File: src/logic/fifo_irq_pkg.sv
// shared constants and helpers for the fifo interrupt aggregator
package fifo_irq_pkg;

    localparam int ADDR_W = 8;
    localparam int DATA_W = 32;
    localparam int SRC_W  = 3;

    // register byte offsets
    localparam logic [ADDR_W-1:0] CTRL_OFS      = 8'h00;
    localparam logic [ADDR_W-1:0] TX_LEVEL_OFS  = 8'h04;
    localparam logic [ADDR_W-1:0] RX_LEVEL_OFS  = 8'h08;
    localparam logic [ADDR_W-1:0] TX_REQ_OFS    = 8'h10;
    localparam logic [ADDR_W-1:0] TX_SET_OFS    = 8'h14;
    localparam logic [ADDR_W-1:0] TX_MASK_OFS   = 8'h18;
    localparam logic [ADDR_W-1:0] TX_MASKED_OFS = 8'h1c;
    localparam logic [ADDR_W-1:0] RX_REQ_OFS    = 8'h20;
    localparam logic [ADDR_W-1:0] RX_SET_OFS    = 8'h24;
    localparam logic [ADDR_W-1:0] RX_MASK_OFS   = 8'h28;
    localparam logic [ADDR_W-1:0] RX_MASKED_OFS = 8'h2c;

    // control fields
    localparam int CTRL_W          = 2;
    localparam int CTRL_ENABLE_BIT = 0;
    localparam int CTRL_LATE_BIT   = 1;

    // source bit positions
    localparam int TX_EMPTY_BIT     = 0;
    localparam int TX_NOT_FULL_BIT  = 1;
    localparam int TX_LEVEL_BIT     = 2;
    localparam int RX_NOT_EMPTY_BIT = 0;
    localparam int RX_FULL_BIT      = 1;
    localparam int RX_LEVEL_BIT     = 2;

    // reset values
    localparam logic [CTRL_W-1:0] CTRL_RESET = 2'h0;
    localparam logic [SRC_W-1:0]  SRC_RESET  = 3'h0;
    localparam logic [SRC_W-1:0]  MASK_RESET = 3'h0;
    localparam int                LEVEL_RESET = 0;

    // request bits that pass their mask
    function automatic logic [SRC_W-1:0] mask_view(input logic [SRC_W-1:0] src,
                                                   input logic [SRC_W-1:0] mask);
        mask_view = src & mask;
    endfunction

    function automatic logic [DATA_W-1:0] widen(input logic [SRC_W-1:0] v);
        widen = '0;
        widen[SRC_W-1:0] = v;
    endfunction

endpackage

File: src/logic/irq_bank_if.sv
// signals between a condition generator, a source bank and the register file
`timescale 1ns/1ns
interface irq_bank_if;
    logic [fifo_irq_pkg::SRC_W-1:0] cond;
    logic [fifo_irq_pkg::SRC_W-1:0] clr;
    logic [fifo_irq_pkg::SRC_W-1:0] set;
    logic                           hold_clear;
    logic [fifo_irq_pkg::SRC_W-1:0] src;

    modport gen  (output cond);
    modport bank (input cond, input clr, input set, input hold_clear, output src);
    modport regs (input cond, output clr, output set, output hold_clear, input src);
endinterface

File: src/logic/fifo_level_cond.sv
// registered fifo occupancy conditions for one direction
`timescale 1ns/1ns
module fifo_level_cond #(
    parameter int DEPTH   = 8,
    parameter bit RX_SIDE = 1'b0,
    localparam int CW     = $clog2(DEPTH + 1)
) (
    input  wire logic          clock_in,
    input  wire logic          reset_n_in,
    input  wire logic [CW-1:0] count_in,
    input  wire logic [CW-1:0] level_in,
    input  wire logic          active_in,
    irq_bank_if.gen            bus
);
    localparam logic [CW-1:0] FULL_COUNT = CW'(DEPTH);

    logic [fifo_irq_pkg::SRC_W-1:0] cond_reg;
    logic [fifo_irq_pkg::SRC_W-1:0] cond_next;

    if (DEPTH < 2) begin : depth_check
        $error("fifo depth below two is not supported");
    end

    always_comb begin
        cond_next = '0;
        if (active_in) begin
            if (RX_SIDE) begin
                cond_next[fifo_irq_pkg::RX_NOT_EMPTY_BIT] = (count_in != '0);
                cond_next[fifo_irq_pkg::RX_FULL_BIT]      = (count_in == FULL_COUNT);
                cond_next[fifo_irq_pkg::RX_LEVEL_BIT]     = (count_in > level_in);
            end else begin
                cond_next[fifo_irq_pkg::TX_EMPTY_BIT]    = (count_in == '0);
                cond_next[fifo_irq_pkg::TX_NOT_FULL_BIT] = (count_in < FULL_COUNT);
                cond_next[fifo_irq_pkg::TX_LEVEL_BIT]    = (count_in < level_in);
            end
        end
    end

    // sampled on every rising clock edge
    always_ff @(posedge clock_in) begin
        if (!reset_n_in) begin
            cond_reg <= fifo_irq_pkg::SRC_RESET;
        end else begin
            cond_reg <= cond_next;
        end
    end

    assign bus.cond = cond_reg;
endmodule

File: src/logic/irq_source_bank.sv
// sticky request bits for one direction
`timescale 1ns/1ns
module irq_source_bank (
    input  wire logic clock_in,
    input  wire logic reset_n_in,
    irq_bank_if.bank  bus
);
    logic [fifo_irq_pkg::SRC_W-1:0] src_reg;
    logic [fifo_irq_pkg::SRC_W-1:0] src_next;

    always_comb begin
        if (bus.hold_clear) begin
            src_next = '0;
        end else begin
            // a clear beats the condition for one cycle, then it restores
            src_next = (src_reg & ~bus.clr) | bus.set | (bus.cond & ~bus.clr);
        end
    end

    always_ff @(posedge clock_in) begin
        if (!reset_n_in) begin
            src_reg <= fifo_irq_pkg::SRC_RESET;
        end else begin
            src_reg <= src_next;
        end
    end

    assign bus.src = src_reg;
endmodule

File: src/logic/fifo_interrupt_aggregator.sv
// fifo interrupt sources, masks and combined request of a serial block
`timescale 1ns/1ns
module fifo_interrupt_aggregator #(
    parameter int FIFO_DEPTH = 8,
    localparam int CW        = $clog2(FIFO_DEPTH + 1)
) (
    input  wire logic                              clock_in,
    input  wire logic                              reset_n_in,
    input  wire logic [fifo_irq_pkg::ADDR_W-1:0]   addr_in,
    input  wire logic [fifo_irq_pkg::DATA_W-1:0]   wdata_in,
    input  wire logic                              wr_in,
    input  wire logic                              rd_in,
    input  wire logic [CW-1:0]                     tx_count_in,
    input  wire logic [CW-1:0]                     rx_count_in,
    output logic      [fifo_irq_pkg::DATA_W-1:0]   rdata_out,
    output logic                                   irq_out,
    output logic                                   tx_fifo_flush_out
);
    localparam int SW = fifo_irq_pkg::SRC_W;

    // level fields and full compare need two entries at least
    if (FIFO_DEPTH < 2) begin : depth_check
        $error("fifo depth below two is not supported");
    end

    logic [fifo_irq_pkg::CTRL_W-1:0] ctrl_reg;
    logic [fifo_irq_pkg::CTRL_W-1:0] ctrl_next;
    logic [CW-1:0]                   tx_level_reg;
    logic [CW-1:0]                   tx_level_next;
    logic [CW-1:0]                   rx_level_reg;
    logic [CW-1:0]                   rx_level_next;
    logic [SW-1:0]                   tx_mask_reg;
    logic [SW-1:0]                   tx_mask_next;
    logic [SW-1:0]                   rx_mask_reg;
    logic [SW-1:0]                   rx_mask_next;
    logic [fifo_irq_pkg::DATA_W-1:0] rdata_reg;
    logic [fifo_irq_pkg::DATA_W-1:0] rdata_next;

    logic          enable;
    logic          late_variant;
    logic [CW-1:0] tx_count_eff;
    logic [SW-1:0] tx_masked;
    logic [SW-1:0] rx_masked;

    irq_bank_if tx_if ();
    irq_bank_if rx_if ();

    assign enable       = ctrl_reg[fifo_irq_pkg::CTRL_ENABLE_BIT];
    assign late_variant = ctrl_reg[fifo_irq_pkg::CTRL_LATE_BIT];

    // a disabled block flushes its tx fifo
    assign tx_fifo_flush_out = !enable;
    assign tx_count_eff      = enable ? tx_count_in : '0;

    // condition generators
    fifo_level_cond #(
        .DEPTH   (FIFO_DEPTH),
        .RX_SIDE (1'b0)
    ) tx_cond (
        .clock_in   (clock_in),
        .reset_n_in (reset_n_in),
        .count_in   (tx_count_eff),
        .level_in   (tx_level_reg),
        .active_in  (1'b1),
        .bus        (tx_if)
    );

    // disabled rx side stops new conditions, old bits stay only while the late bit is clear
    fifo_level_cond #(
        .DEPTH   (FIFO_DEPTH),
        .RX_SIDE (1'b1)
    ) rx_cond (
        .clock_in   (clock_in),
        .reset_n_in (reset_n_in),
        .count_in   (rx_count_in),
        .level_in   (rx_level_reg),
        .active_in  (enable),
        .bus        (rx_if)
    );

    irq_source_bank tx_bank (
        .clock_in   (clock_in),
        .reset_n_in (reset_n_in),
        .bus        (tx_if)
    );

    irq_source_bank rx_bank (
        .clock_in   (clock_in),
        .reset_n_in (reset_n_in),
        .bus        (rx_if)
    );

    // clear and set views of the request registers
    always_comb begin
        tx_if.clr = '0;
        tx_if.set = '0;
        rx_if.clr = '0;
        rx_if.set = '0;
        if (wr_in && addr_in == fifo_irq_pkg::TX_REQ_OFS) begin
            tx_if.clr = wdata_in[SW-1:0];
        end else if (wr_in && addr_in == fifo_irq_pkg::TX_SET_OFS) begin
            tx_if.set = wdata_in[SW-1:0];
        end else if (wr_in && addr_in == fifo_irq_pkg::RX_REQ_OFS) begin
            rx_if.clr = wdata_in[SW-1:0];
        end else if (wr_in && addr_in == fifo_irq_pkg::RX_SET_OFS) begin
            rx_if.set = wdata_in[SW-1:0];
        end
    end

    assign tx_if.hold_clear = !enable && late_variant;
    assign rx_if.hold_clear = !enable && late_variant;

    // plain configuration registers
    always_comb begin
        ctrl_next     = ctrl_reg;
        tx_level_next = tx_level_reg;
        rx_level_next = rx_level_reg;
        tx_mask_next  = tx_mask_reg;
        rx_mask_next  = rx_mask_reg;
        if (wr_in && addr_in == fifo_irq_pkg::CTRL_OFS) begin
            ctrl_next = wdata_in[fifo_irq_pkg::CTRL_W-1:0];
        end else if (wr_in && addr_in == fifo_irq_pkg::TX_LEVEL_OFS) begin
            tx_level_next = wdata_in[CW-1:0];
        end else if (wr_in && addr_in == fifo_irq_pkg::RX_LEVEL_OFS) begin
            rx_level_next = wdata_in[CW-1:0];
        end else if (wr_in && addr_in == fifo_irq_pkg::TX_MASK_OFS) begin
            tx_mask_next = wdata_in[SW-1:0];
        end else if (wr_in && addr_in == fifo_irq_pkg::RX_MASK_OFS) begin
            rx_mask_next = wdata_in[SW-1:0];
        end
    end

    assign tx_masked = fifo_irq_pkg::mask_view(tx_if.src, tx_mask_reg);
    assign rx_masked = fifo_irq_pkg::mask_view(rx_if.src, rx_mask_reg);

    // read mux, unmapped offsets read zero
    always_comb begin
        rdata_next = '0;
        if (!rd_in) begin
            rdata_next = '0;
        end else if (addr_in == fifo_irq_pkg::CTRL_OFS) begin
            rdata_next[fifo_irq_pkg::CTRL_W-1:0] = ctrl_reg;
        end else if (addr_in == fifo_irq_pkg::TX_LEVEL_OFS) begin
            rdata_next[CW-1:0] = tx_level_reg;
        end else if (addr_in == fifo_irq_pkg::RX_LEVEL_OFS) begin
            rdata_next[CW-1:0] = rx_level_reg;
        end else if (addr_in == fifo_irq_pkg::TX_REQ_OFS
                     || addr_in == fifo_irq_pkg::TX_SET_OFS) begin
            rdata_next = fifo_irq_pkg::widen(tx_if.src);
        end else if (addr_in == fifo_irq_pkg::RX_REQ_OFS
                     || addr_in == fifo_irq_pkg::RX_SET_OFS) begin
            rdata_next = fifo_irq_pkg::widen(rx_if.src);
        end else if (addr_in == fifo_irq_pkg::TX_MASK_OFS) begin
            rdata_next = fifo_irq_pkg::widen(tx_mask_reg);
        end else if (addr_in == fifo_irq_pkg::RX_MASK_OFS) begin
            rdata_next = fifo_irq_pkg::widen(rx_mask_reg);
        end else if (addr_in == fifo_irq_pkg::TX_MASKED_OFS) begin
            rdata_next = fifo_irq_pkg::widen(tx_masked);
        end else if (addr_in == fifo_irq_pkg::RX_MASKED_OFS) begin
            rdata_next = fifo_irq_pkg::widen(rx_masked);
        end
    end

    always_ff @(posedge clock_in) begin
        if (!reset_n_in) begin
            ctrl_reg     <= fifo_irq_pkg::CTRL_RESET;
            tx_level_reg <= CW'(fifo_irq_pkg::LEVEL_RESET);
            rx_level_reg <= CW'(fifo_irq_pkg::LEVEL_RESET);
            tx_mask_reg  <= fifo_irq_pkg::MASK_RESET;
            rx_mask_reg  <= fifo_irq_pkg::MASK_RESET;
            rdata_reg    <= '0;
        end else begin
            ctrl_reg     <= ctrl_next;
            tx_level_reg <= tx_level_next;
            rx_level_reg <= rx_level_next;
            tx_mask_reg  <= tx_mask_next;
            rx_mask_reg  <= rx_mask_next;
            rdata_reg    <= rdata_next;
        end
    end

    assign rdata_out = rdata_reg;

    // single request line from all enabled sources
    assign irq_out = (|tx_masked) || (|rx_masked);
endmodule

File: config.mk
export PLATFORM = sky130hd
export DESIGN_NAME = fifo_interrupt_aggregator
export DESIGN_NICKNAME = d
export VERILOG_FILES = /design/src/logic/fifo_irq_pkg.sv /design/src/logic/irq_bank_if.sv /design/src/logic/fifo_level_cond.sv /design/src/logic/irq_source_bank.sv /design/src/logic/fifo_interrupt_aggregator.sv
export SDC_FILE = /design/constraint.sdc
export NUM_CORES = 1
export LEC_CHECK = 0
export BUFFER_PORTS_ARGS = -buffer_cell sky130_fd_sc_hd__buf_4
export CORE_AREA = 2 2 77 79
export DETAILED_ROUTE_END_ITERATION = 10
export DIE_AREA = 0 0 79 81
export PLACE_DENSITY = 0.76
export RECOVER_POWER = 50
export SLEW_MARGIN = 40
export SYNTH_ARGS = -nofsm -noshare
export SYNTH_HDL_FRONTEND = slang
export SYNTH_SLANG_ARGS = --single-unit
File: constraint.sdc
create_clock -name clock_in -period 2.2 [get_ports clock_in]
set_clock_uncertainty 0.15 [all_clocks]
set_input_delay 0 -clock clock_in [delete_from_list [all_inputs] [get_ports clock_in]]
set_output_delay 0 -clock clock_in [all_outputs]
set_load 0.01 [all_outputs]
==> results of run 1 <==
==> repair_timing <==
item                                    4_1_cts  5_1_grt
buffers inserted                              0        0
endpoints found under the hold margin        31        0
hold buffers                                 16        0
endpoints found under the setup margin        0        0
==> metal layers <==
layer	wire [µm]	share of wire [%]	up-vias	GRT usage, %
met1	2210	43	900	22.3
met5	0	0	-	0
met2	2420	47	85	27.7
li1	-	-	931	-
met3	366	7.2	8	3.11
met4	109	2.1	0	8.45
==> cell type report <==
| type | count | area [µm²] | area share (%) |
|---|---|---|---|
| sequential | 32 | 641 | 25.9 |
| multi-input combinational | 197 | 1230 | 50.0 |
| clock inverter | 2 | 10.0 | 0.405 |
| tap | 75 | 93.8 | 3.80 |
| clock buffer | 6 | 82.6 | 3.34 |
| inverter | 10 | 37.5 | 1.52 |
| timing repair buffer | 48 | 370 | 15.0 |
==> layout by cell type (no fill, tap or decap), types with 7 or more instances in the layout <==
cell type | Yosys | layout
mux2i_1 | 13 | 13
a211oi_1 | 11 | 11
nor3_1 | 9 | 9
dfxtp_1 | 32 | 32
clkbuf_1 | 6 | 8
nor2_1 | 10 | 10
ha_1 | 7 | 7
conb_1 | 1 | 28
nor2b_1 | 16 | 16
inv_1 | 10 | 10
o21ai_0 | 13 | 13
dlygate4sd3_1 | 0 | 16
buf_4 | 28 | 24
nand2_1 | 22 | 22
==> cells by family after synthesis <==
group | count (synthesis) | synth area share (%)
AOI/OAI and AO/OA | 58 | 19.4
adders and majority gates | 7 | 4.21
buffers and inverters | 49 | 14.5
DFF | 32 | 30.8
muxes | 13 | 6.25
other | 1 | 0.180
and+or+nand+nor | 91 | 24.8
==> worst max-delay path, cell delays in order <==
cell,delay [ps]
dlygate4sd3_1,530
buf_4,140
nor4_1,260
dlygate4sd3_1,580
nor2_1,40
dlygate4sd3_1,540
==> power breakdown <==
group	total [µW]	internal, µW	leakage [µW]	switching, µW
clock network	465	249	0.0000510	216
logic	167	69.4	0.000680	98.1
registers	589	585	0.000259	4.24
==> worst paths after layout <==
| kind | from | to | slack (ps) | cells past startpoint |
|---|---|---|---|---|
| max reg2reg | ctrl_reg[0] | rx_cond.bus.cond[1] | 410 | 4 |
| min reg2reg | tx_level_reg[0] | tx_level_reg[0] | 360 | 2 |
| min | addr_in[7] | rdata_out[3] | 40 | 5 |
| max | rx_count_in[0] | rx_cond.bus.cond[0] | 130 | 6 |
==> per-stage QoR <==
step                area, µm²  hold slack (ps)  setup WS [ps]
detailed placement       2250             41.7            453
CTS                      2510             47.1            135
global route             2470             84.1           38.9
global placement         2250             41.7            455
finish                   2470             44.3            131
floorplan                2180            -73.6            547
==> qor.csv, run 1 <==
metric;value;unit
unrepaired setup endpoints after global routing;false;
GRT Resource Usage Total;17.2;%
Max Fclk;483;MHz
Via density;5.20;
clk sinks;32;
Commonest cells post-synth;dfxtp_1 (32), buf_4 (28), nand2_1 (22), nor2b_1 (16);
Synth top area share;30.8;%
clock-pin slew on the worst setup and hold paths;70;ps
clock latency on the worst-skew pair;290;ps
Slew @ Worst Pin;580;ps
DRC Markers;0;
post-route ant nets;0;
# IOs;86;
Inst Count DP;346;
Port Buffer Count;29;
CTS buffer count;5;
Placer Congestion;0.888;
via count of the first global-routing pass;1751;
Post-Layout Cell Count;370;
DRT iter0 DRCs;151;
Starting Density;36.7;%
worst path required time;2220;ps
H-tree levels;2;
synthesis-stage register bit count;32;
Post-Syn Area;2080;µm²
Fin Setup TNS;0;ps
critical path type;primary input to register;
post-synthesis area per instance;8.29;µm²
critical path endpoint category;register;
Max VDD drop;0.182;mV
Area Overhead vs Synth;18.6;%
die height;81;µm
DR vias;1924;
ys async rst share;0;%
Hold Path Class;primary input to register;
Rows;28;
share of layout cells above drive strength 1;12.9;%
Die W;79;µm
final wirelength;5.11;mm
CP max FO;3;
n_diodes;0;
LEAKAGE;0.000990;µW
Nets;353;
PD cells;495;nW/µm²
CTS tree;built;
Tmin final;2070;ps
die area;6400;µm²
post-DP HPWL;3.74;mm
# setup viols final;0;
Synth Warn #;0;
Relative slew margins;60.8;%
Post-Synthesis Cells;251;
Post-synth EDFFs;0;
DRT Pass-1 Iters;4;
largest net degree at the start of global routing;24;
status;complete, no violations;
Pwr Total;1220;µW
cell taking the most area after synthesis;dfxtp_1;
first-pass GRT wire length;8.54;mm
max-slew violations;0;
ys flop type;dfxtp_1;
final period utilization;94.1;%
CTS root buffer;clkbuf_8;
Util after Layout;43.5;%
Gates resized, CTS repair;0;
gr ovfl total;0;
synth top area cells;dfxtp_1 (31%), buf_4 (10%), mux2i_1 (6.3%);
WL per Instance;13.8;µm
Cell variety after synth;51;
cell with the most instances after synthesis;dfxtp_1;
CORE AREA;5680;µm²
initial antenna violation count;0;
number of max-cap violations;0;
CP Launch Type;primary input;
clock tree buffer depth;2;
Fillers;589;
sequential area share after synthesis;30.8;%
Critical Path AT;2090;ps
Hold Violations, Final;0;
(Power assumes the default switching activity.)
==> run 2, diff against run 1 <==
Clock period 2.2 ns to 2.3 ns, I/O delays scaled along.
==> run 2 against run 1 <==
Compared with the run above: final cell count rose by 0.27%; core utilization rose by 0.22 points; hold slack better by 10 ps; non-clock buffer count is 1 higher; sequential cell count unchanged.
==> qor.csv, run 2 (synthesis results as in run 1) <==
metric;value;unit;change
status;complete, no violations;;
met1 WL;2.31;mm;+4.4%
FF-to-FF setup slack;340;ps;-70 ps
CTS buffer count;5;;unchanged
worst path required time;2330;ps;+110 ps
unrepaired setup endpoints after global routing;false;;
Starting Density;36.7;%;unchanged
Placement Cell Area;2250;µm²;unchanged
worst hold path depth;5;;unchanged
Gates resized, CTS repair;0;;unchanged
metal2 WL;2.41;mm;-0.33%
Top Layer Used;met4;;
setup ws final;135;ps;+4.56 ps
register area;641;µm²;unchanged
CORE AREA;5680;µm²;unchanged
Relative slew margins;61.0;%;+0.24 points
GRT Resource Usage Total;17.3;%;+0.12 points
Post-Place Worst Slack;537;ps;+84.9 ps
final period utilization;94.1;%;
# IOs;86;;unchanged
Rows;28;;unchanged
largest net degree at the start of global routing;24;;unchanged
n_diodes;0;;unchanged
Die W;79;µm;unchanged
# setup viols final;0;;unchanged
R2R cell count;6;;+2
number of max-cap violations;0;;unchanged
Worst setup endpoint;rx_cond.bus.cond[0];;
Max VDD drop;0.191;mV;+4.9%
critical path type;primary input to register;;
Hold Violations, Final;0;;unchanged
WL per Instance;14.1;µm;+2.0%
via count of the first global-routing pass;1794;;+2.5%
post-DP HPWL;3.81;mm;+2.0%
worst r2r dst;rdata_out[1];;
initial antenna violation count;0;;unchanged
DRT Pass-1 Iters;5;;+1
share of layout cells above drive strength 1;12.8;%;-0.044 points
met3 wire len;345;µm;-5.7%
most frequent cells in the layout;dfxtp_1 (32), conb_1 (28), nand2_1 (22), buf_4 (22), dlygate4sd3_1 (17);;
Reg-to-Reg Start;tx_bank.bus.src[1];;
CP max FO;3;;unchanged
first-pass GRT wire length;8.58;mm;+0.48%
Port Buffer Count;29;;unchanged
max-slew violations;0;;unchanged
clock-pin slew on the worst setup and hold paths;70;ps;about the same
crit path from;rx_count_in[0];;
PD cells;467;nW/µm²;-5.7%
Area Overhead vs Synth;19.2;%;
clock latency on the worst-skew pair;290;ps;about the same
Hold Path Class;primary input to register;;
Placer Congestion;0.894;;+0.71%
LEAKAGE;0.000984;µW;-0.59%
clock tree buffer depth;2;;unchanged
CTS root buffer;clkbuf_8;;
final hold slack;54.2;ps;+9.95 ps
critical path endpoint category;register;;
CTS tree;built;;
commonest non-fill, non-tap cell in the layout;dfxtp_1;;
Slew @ Worst Pin;577;ps;-3.53 ps
Via density;5.28;;+1.5%
DRT iter0 DRCs;177;;+17%
CP Launch Type;primary input;;
gr ovfl total;0;;unchanged
Critical Path AT;2190;ps;+100 ps
Fin Setup TNS;0;ps;unchanged
die area;6400;µm²;unchanged
Fillers;592;;+0.51%
Nets;354;;+0.28%
die height;81;µm;unchanged
multi-input logic area;1240;µm²;+0.51%
Tmin final;2160;ps;
H-tree levels;2;;unchanged
Max Fclk;462;MHz;
DR vias;1959;;+1.8%
post-route ant nets;0;;unchanged
Final Instance Area;2480;µm²;+0.51%
clk sinks;32;;unchanged
final wirelength;5.23;mm;+2.3%
DRC Markers;0;;unchanged
Util after Layout;43.7;%;+0.22 points
run 2: cell types whose count changed in the layout (fill, tap and decap cells not counted), sizes merged:
cell,before,now
dlygate4sd3,16,17
clkinv,2,1
buf,24,22
clkbuf,14,15
clkinvlp,0,2
run 2: report_power, final:
group          total, µW  switching, µW  leakage, µW  internal [µW]
sequential           564           4.26     0.000259            559
combinational        162           95.3     0.000684           66.6
clock                433            219    0.0000404            214
run 2: worst min-delay path by stage:
| stage | start | end |
|---|---|---|
| 3_5_place_dp | rx_count_in[0] | rx_cond.bus.cond[1] |
| 2_1_floorplan | rx_count_in[0] | rx_cond.bus.cond[1] |
| 4_1_cts | rx_count_in[1] | rx_cond.bus.cond[2] |
| 5_1_grt | rx_count_in[1] | rx_cond.bus.cond[2] |
| 6_report | addr_in[6] | rdata_out[3] |
| 3_3_place_gp | rx_count_in[0] | rx_cond.bus.cond[1] |
run 2: per-layer routing:
metal,GRT usage [%],vias to the layer above
li1,-,935
met1,21.6,925
met2,27.3,87
met3,3.11,12
met4,12.1,0
met5,0,-
run 2: final cells by class:
class                   instances  share of cell area (%)
clock buffers                   5                    2.77
clock inverters                 3                   0.958
inverters                      10                    1.51
multi-input cells             197                    50.0
flip-flops and latches         32                    25.8
well taps                      75                    3.78
repair buffers                 49                    15.2
run 2: stage by stage:
stage | power (µW) | cells
after global routing | 1220 | 371
after global placement | 717 | 346
final | 1160 | 371
after detailed placement | 720 | 346
after CTS | 1170 | 371
after floorplan | 695 | 278
run 2: worst max-delay path: stages:
cell and delay [ps]:
dlygate4sd3_1 530, buf_4 140, nor4_1 330, dlygate4sd3_1 610, nor2_1 50, dlygate4sd3_1 540
run 2: timing repair:
item                      CTS  global route
hold endpoints to repair   31             0
hold buffers               17             0
setup buffers               0             0
==> run 3, diff against run 2 <==
Clock period 2.3 ns to 2.05 ns, I/O delays scaled along.
==> run 3 against run 2 <==
Compared with the run above: sequential share of layout area decreased by 0.19 points; hold slack improved by 5.7 ps; total power increased by 13%; global-route usage decreased by 0.62 points; first-iteration DRC count decreased by 9.6%; final cell count increased by 0.27%; count of clock-buffer cells in the layout increased by 1; clock power increased by 14%; combinational power increased by 14%; critical path type unchanged; critical endpoint is now tx_cond.bus.cond[0]; largest cell class unchanged; largest power group unchanged.
==> qor.csv, run 3 (synthesis results as in run 1) <==
metric;value;unit;change
status;complete, no violations;;
Pint;974;µW;+16%
n_diodes;0;;unchanged
Util after Layout;44.1;%;+0.33 points
DRT Pass-1 Iters;5;;unchanged
Port Buffer Count;29;;unchanged
# setup viols final;0;;unchanged
register area;641;µm²;unchanged
CTS tree;built;;
CTS buffer count;5;;unchanged
Via density;5.23;;-0.98%
die area;6400;µm²;unchanged
via count of the first global-routing pass;1796;;+0.11%
CP most frequent cell;dlygate4sd3_1;;
Die W;79;µm;unchanged
worst path required time;2130;ps;-200 ps
Reg-to-Reg Start;ctrl_reg[0];;
DR vias;1945;;-0.71%
Fillers;594;;+0.34%
Max VDD drop;0.241;mV;+26%
unrepaired setup endpoints after global routing;false;;
Placement Cell Area;2270;µm²;+0.67%
Area Overhead vs Synth;20.1;%;
commonest non-fill, non-tap cell in the layout;dfxtp_1;;
LEAKAGE;0.00101;µW;+2.2%
switch share;25.6;%;-1.9 points
crit path buf inv count;4;;unchanged
CTS root buffer;clkbuf_8;;
clock-pin slew on the worst setup and hold paths;60;ps;about the same
WP depth;6;;unchanged
critical path cell sequence;dlygate4sd3_1, buf_4, nor3_1, dlygate4sd3_1, o21a_1, dlygate4sd3_1;;
WL per Instance;13.5;µm;-4.4%
sequential fraction of design power;48.3;%;-0.4 points
DRT iter0 DRCs;160;;-9.6%
final wirelength;5.01;mm;-4.1%
Fin Setup TNS;0;ps;unchanged
Slowest cell on crit path;dlygate4sd3_1;;
critical path type;primary input to register;;
worst hold path depth;5;;unchanged
post-route ant nets;0;;unchanged
critical path endpoint category;register;;
DRC Markers;0;;unchanged
Hold Violations, Final;0;;unchanged
Critical Path AT;2030;ps;-160 ps
Nets;355;;+0.28%
die height;81;µm;unchanged
Tmin final;1950;ps;
Starting Density;36.7;%;unchanged
combinational cell fraction of total power;14.1;%;about the same
Switch Pwr;335;µW;+5.3%
R2R cell count;4;;-2
clock latency on the worst-skew pair;280;ps;about the same
share of layout cells above drive strength 1;14.1;%;+1.3 points
Hold Crit Start;addr_in[7];;
GRT Resource Usage Total;16.7;%;-0.62 points
CP Launch Type;primary input;;
Top delay family on crit path;buffers and inverters;;
crit path from;tx_count_in[0];;
clock tree buffer depth;2;;unchanged
final period utilization;95.2;%;
# IOs;86;;unchanged
Final Instance Area;2500;µm²;+0.76%
H-tree levels;2;;unchanged
CORE AREA;5680;µm²;unchanged
initial antenna violation count;0;;unchanged
largest net degree at the start of global routing;24;;unchanged
Clk network pwr share;37.6;%;+0.2 points
largest stage delay on the critical path;580;ps;-30 ps
multi-input logic area;1250;µm²;+0.50%
most frequent cells in the layout;dfxtp_1 (32), conb_1 (28), buf_4 (27), nand2_1 (22);;
CP max FO;2;;-1
first-pass GRT wire length;8.39;mm;-2.2%
Rows;28;;unchanged
number of max-cap violations;0;;unchanged
PD cells;523;nW/µm²;+12%
max-slew violations;0;;unchanged
post-DP HPWL;3.65;mm;-4.3%
clk sinks;32;;unchanged
Max Fclk;512;MHz;
Hold Path Class;primary input to register;;
gr ovfl total;0;;unchanged
Placer Congestion;0.864;;-3.4%
-- run 3: layout make-up --
class                      count  area share, %
timing repair buffer          50           15.6
tap                           75           3.75
clock buffer                   6           3.30
inverter                      10           1.50
clock inverter                 2          0.400
sequential                    32           25.6
multi-input combinational    197           49.9
-- run 3: power groups by stage --
| stage | clock network [µW] | registers (µW) | logic, µW |
|---|---|---|---|
| after floorplan | 0 | 644 | 136 |
| after global placement | 0 | 646 | 161 |
| after detailed placement | 0 | 646 | 163 |
| after CTS | 506 | 632 | 182 |
| after global routing | 536 | 632 | 205 |
| final | 492 | 632 | 185 |
-- run 3: layer usage --
layer  part of all wire, %  wire (µm)  global-route usage, %  vias to the layer above
met3                   7.3        366                   2.89                        8
met1                    44       2210                   21.1                      912
li1                      -          -                      -                      936
met4                   2.1        106                   8.97                        0
met5                     0          0                      0                        -
met2                    46       2330                   27.4                       89
-- run 3: worst reg2reg max path: stages (launching register included) --
cell           delay (ps)
dfxtp_1               400
clkbuf_1              280
nand3_1               120
nor4_1                160
dlygate4sd3_1         570
-- run 3: path summary, 6_finish.rpt --
kind / endpoint / slack (ps)
hold / removal: rdata_out[3] / 60
setup / recovery: tx_cond.bus.cond[0] / 100
hold reg to reg: tx_level_reg[0] / 360
setup reg to reg: rx_cond.bus.cond[1] / 310
-- run 3: per-stage QoR --
step,setup WS [ps],instances,total power [µW],hold slack [ps]
6_report,98.3,372,1310,59.9
5_1_grt,1.57,372,1370,80.6
4_1_cts,140,372,1320,53.0
3_5_place_dp,311,348,809,37.1
3_3_place_gp,313,348,807,41.1
2_1_floorplan,397,278,780,-73.6
-- run 3: repair_timing --
| item | 4_1_cts | 5_1_grt |
|---|---|---|
| endpoints found under the hold margin | 31 | 0 |
| hold buffers | 16 | 0 |
| endpoints found under the setup margin | 0 | 1 |
| resized for setup | 0 | 1 |
| buffers inserted | 0 | 0 |
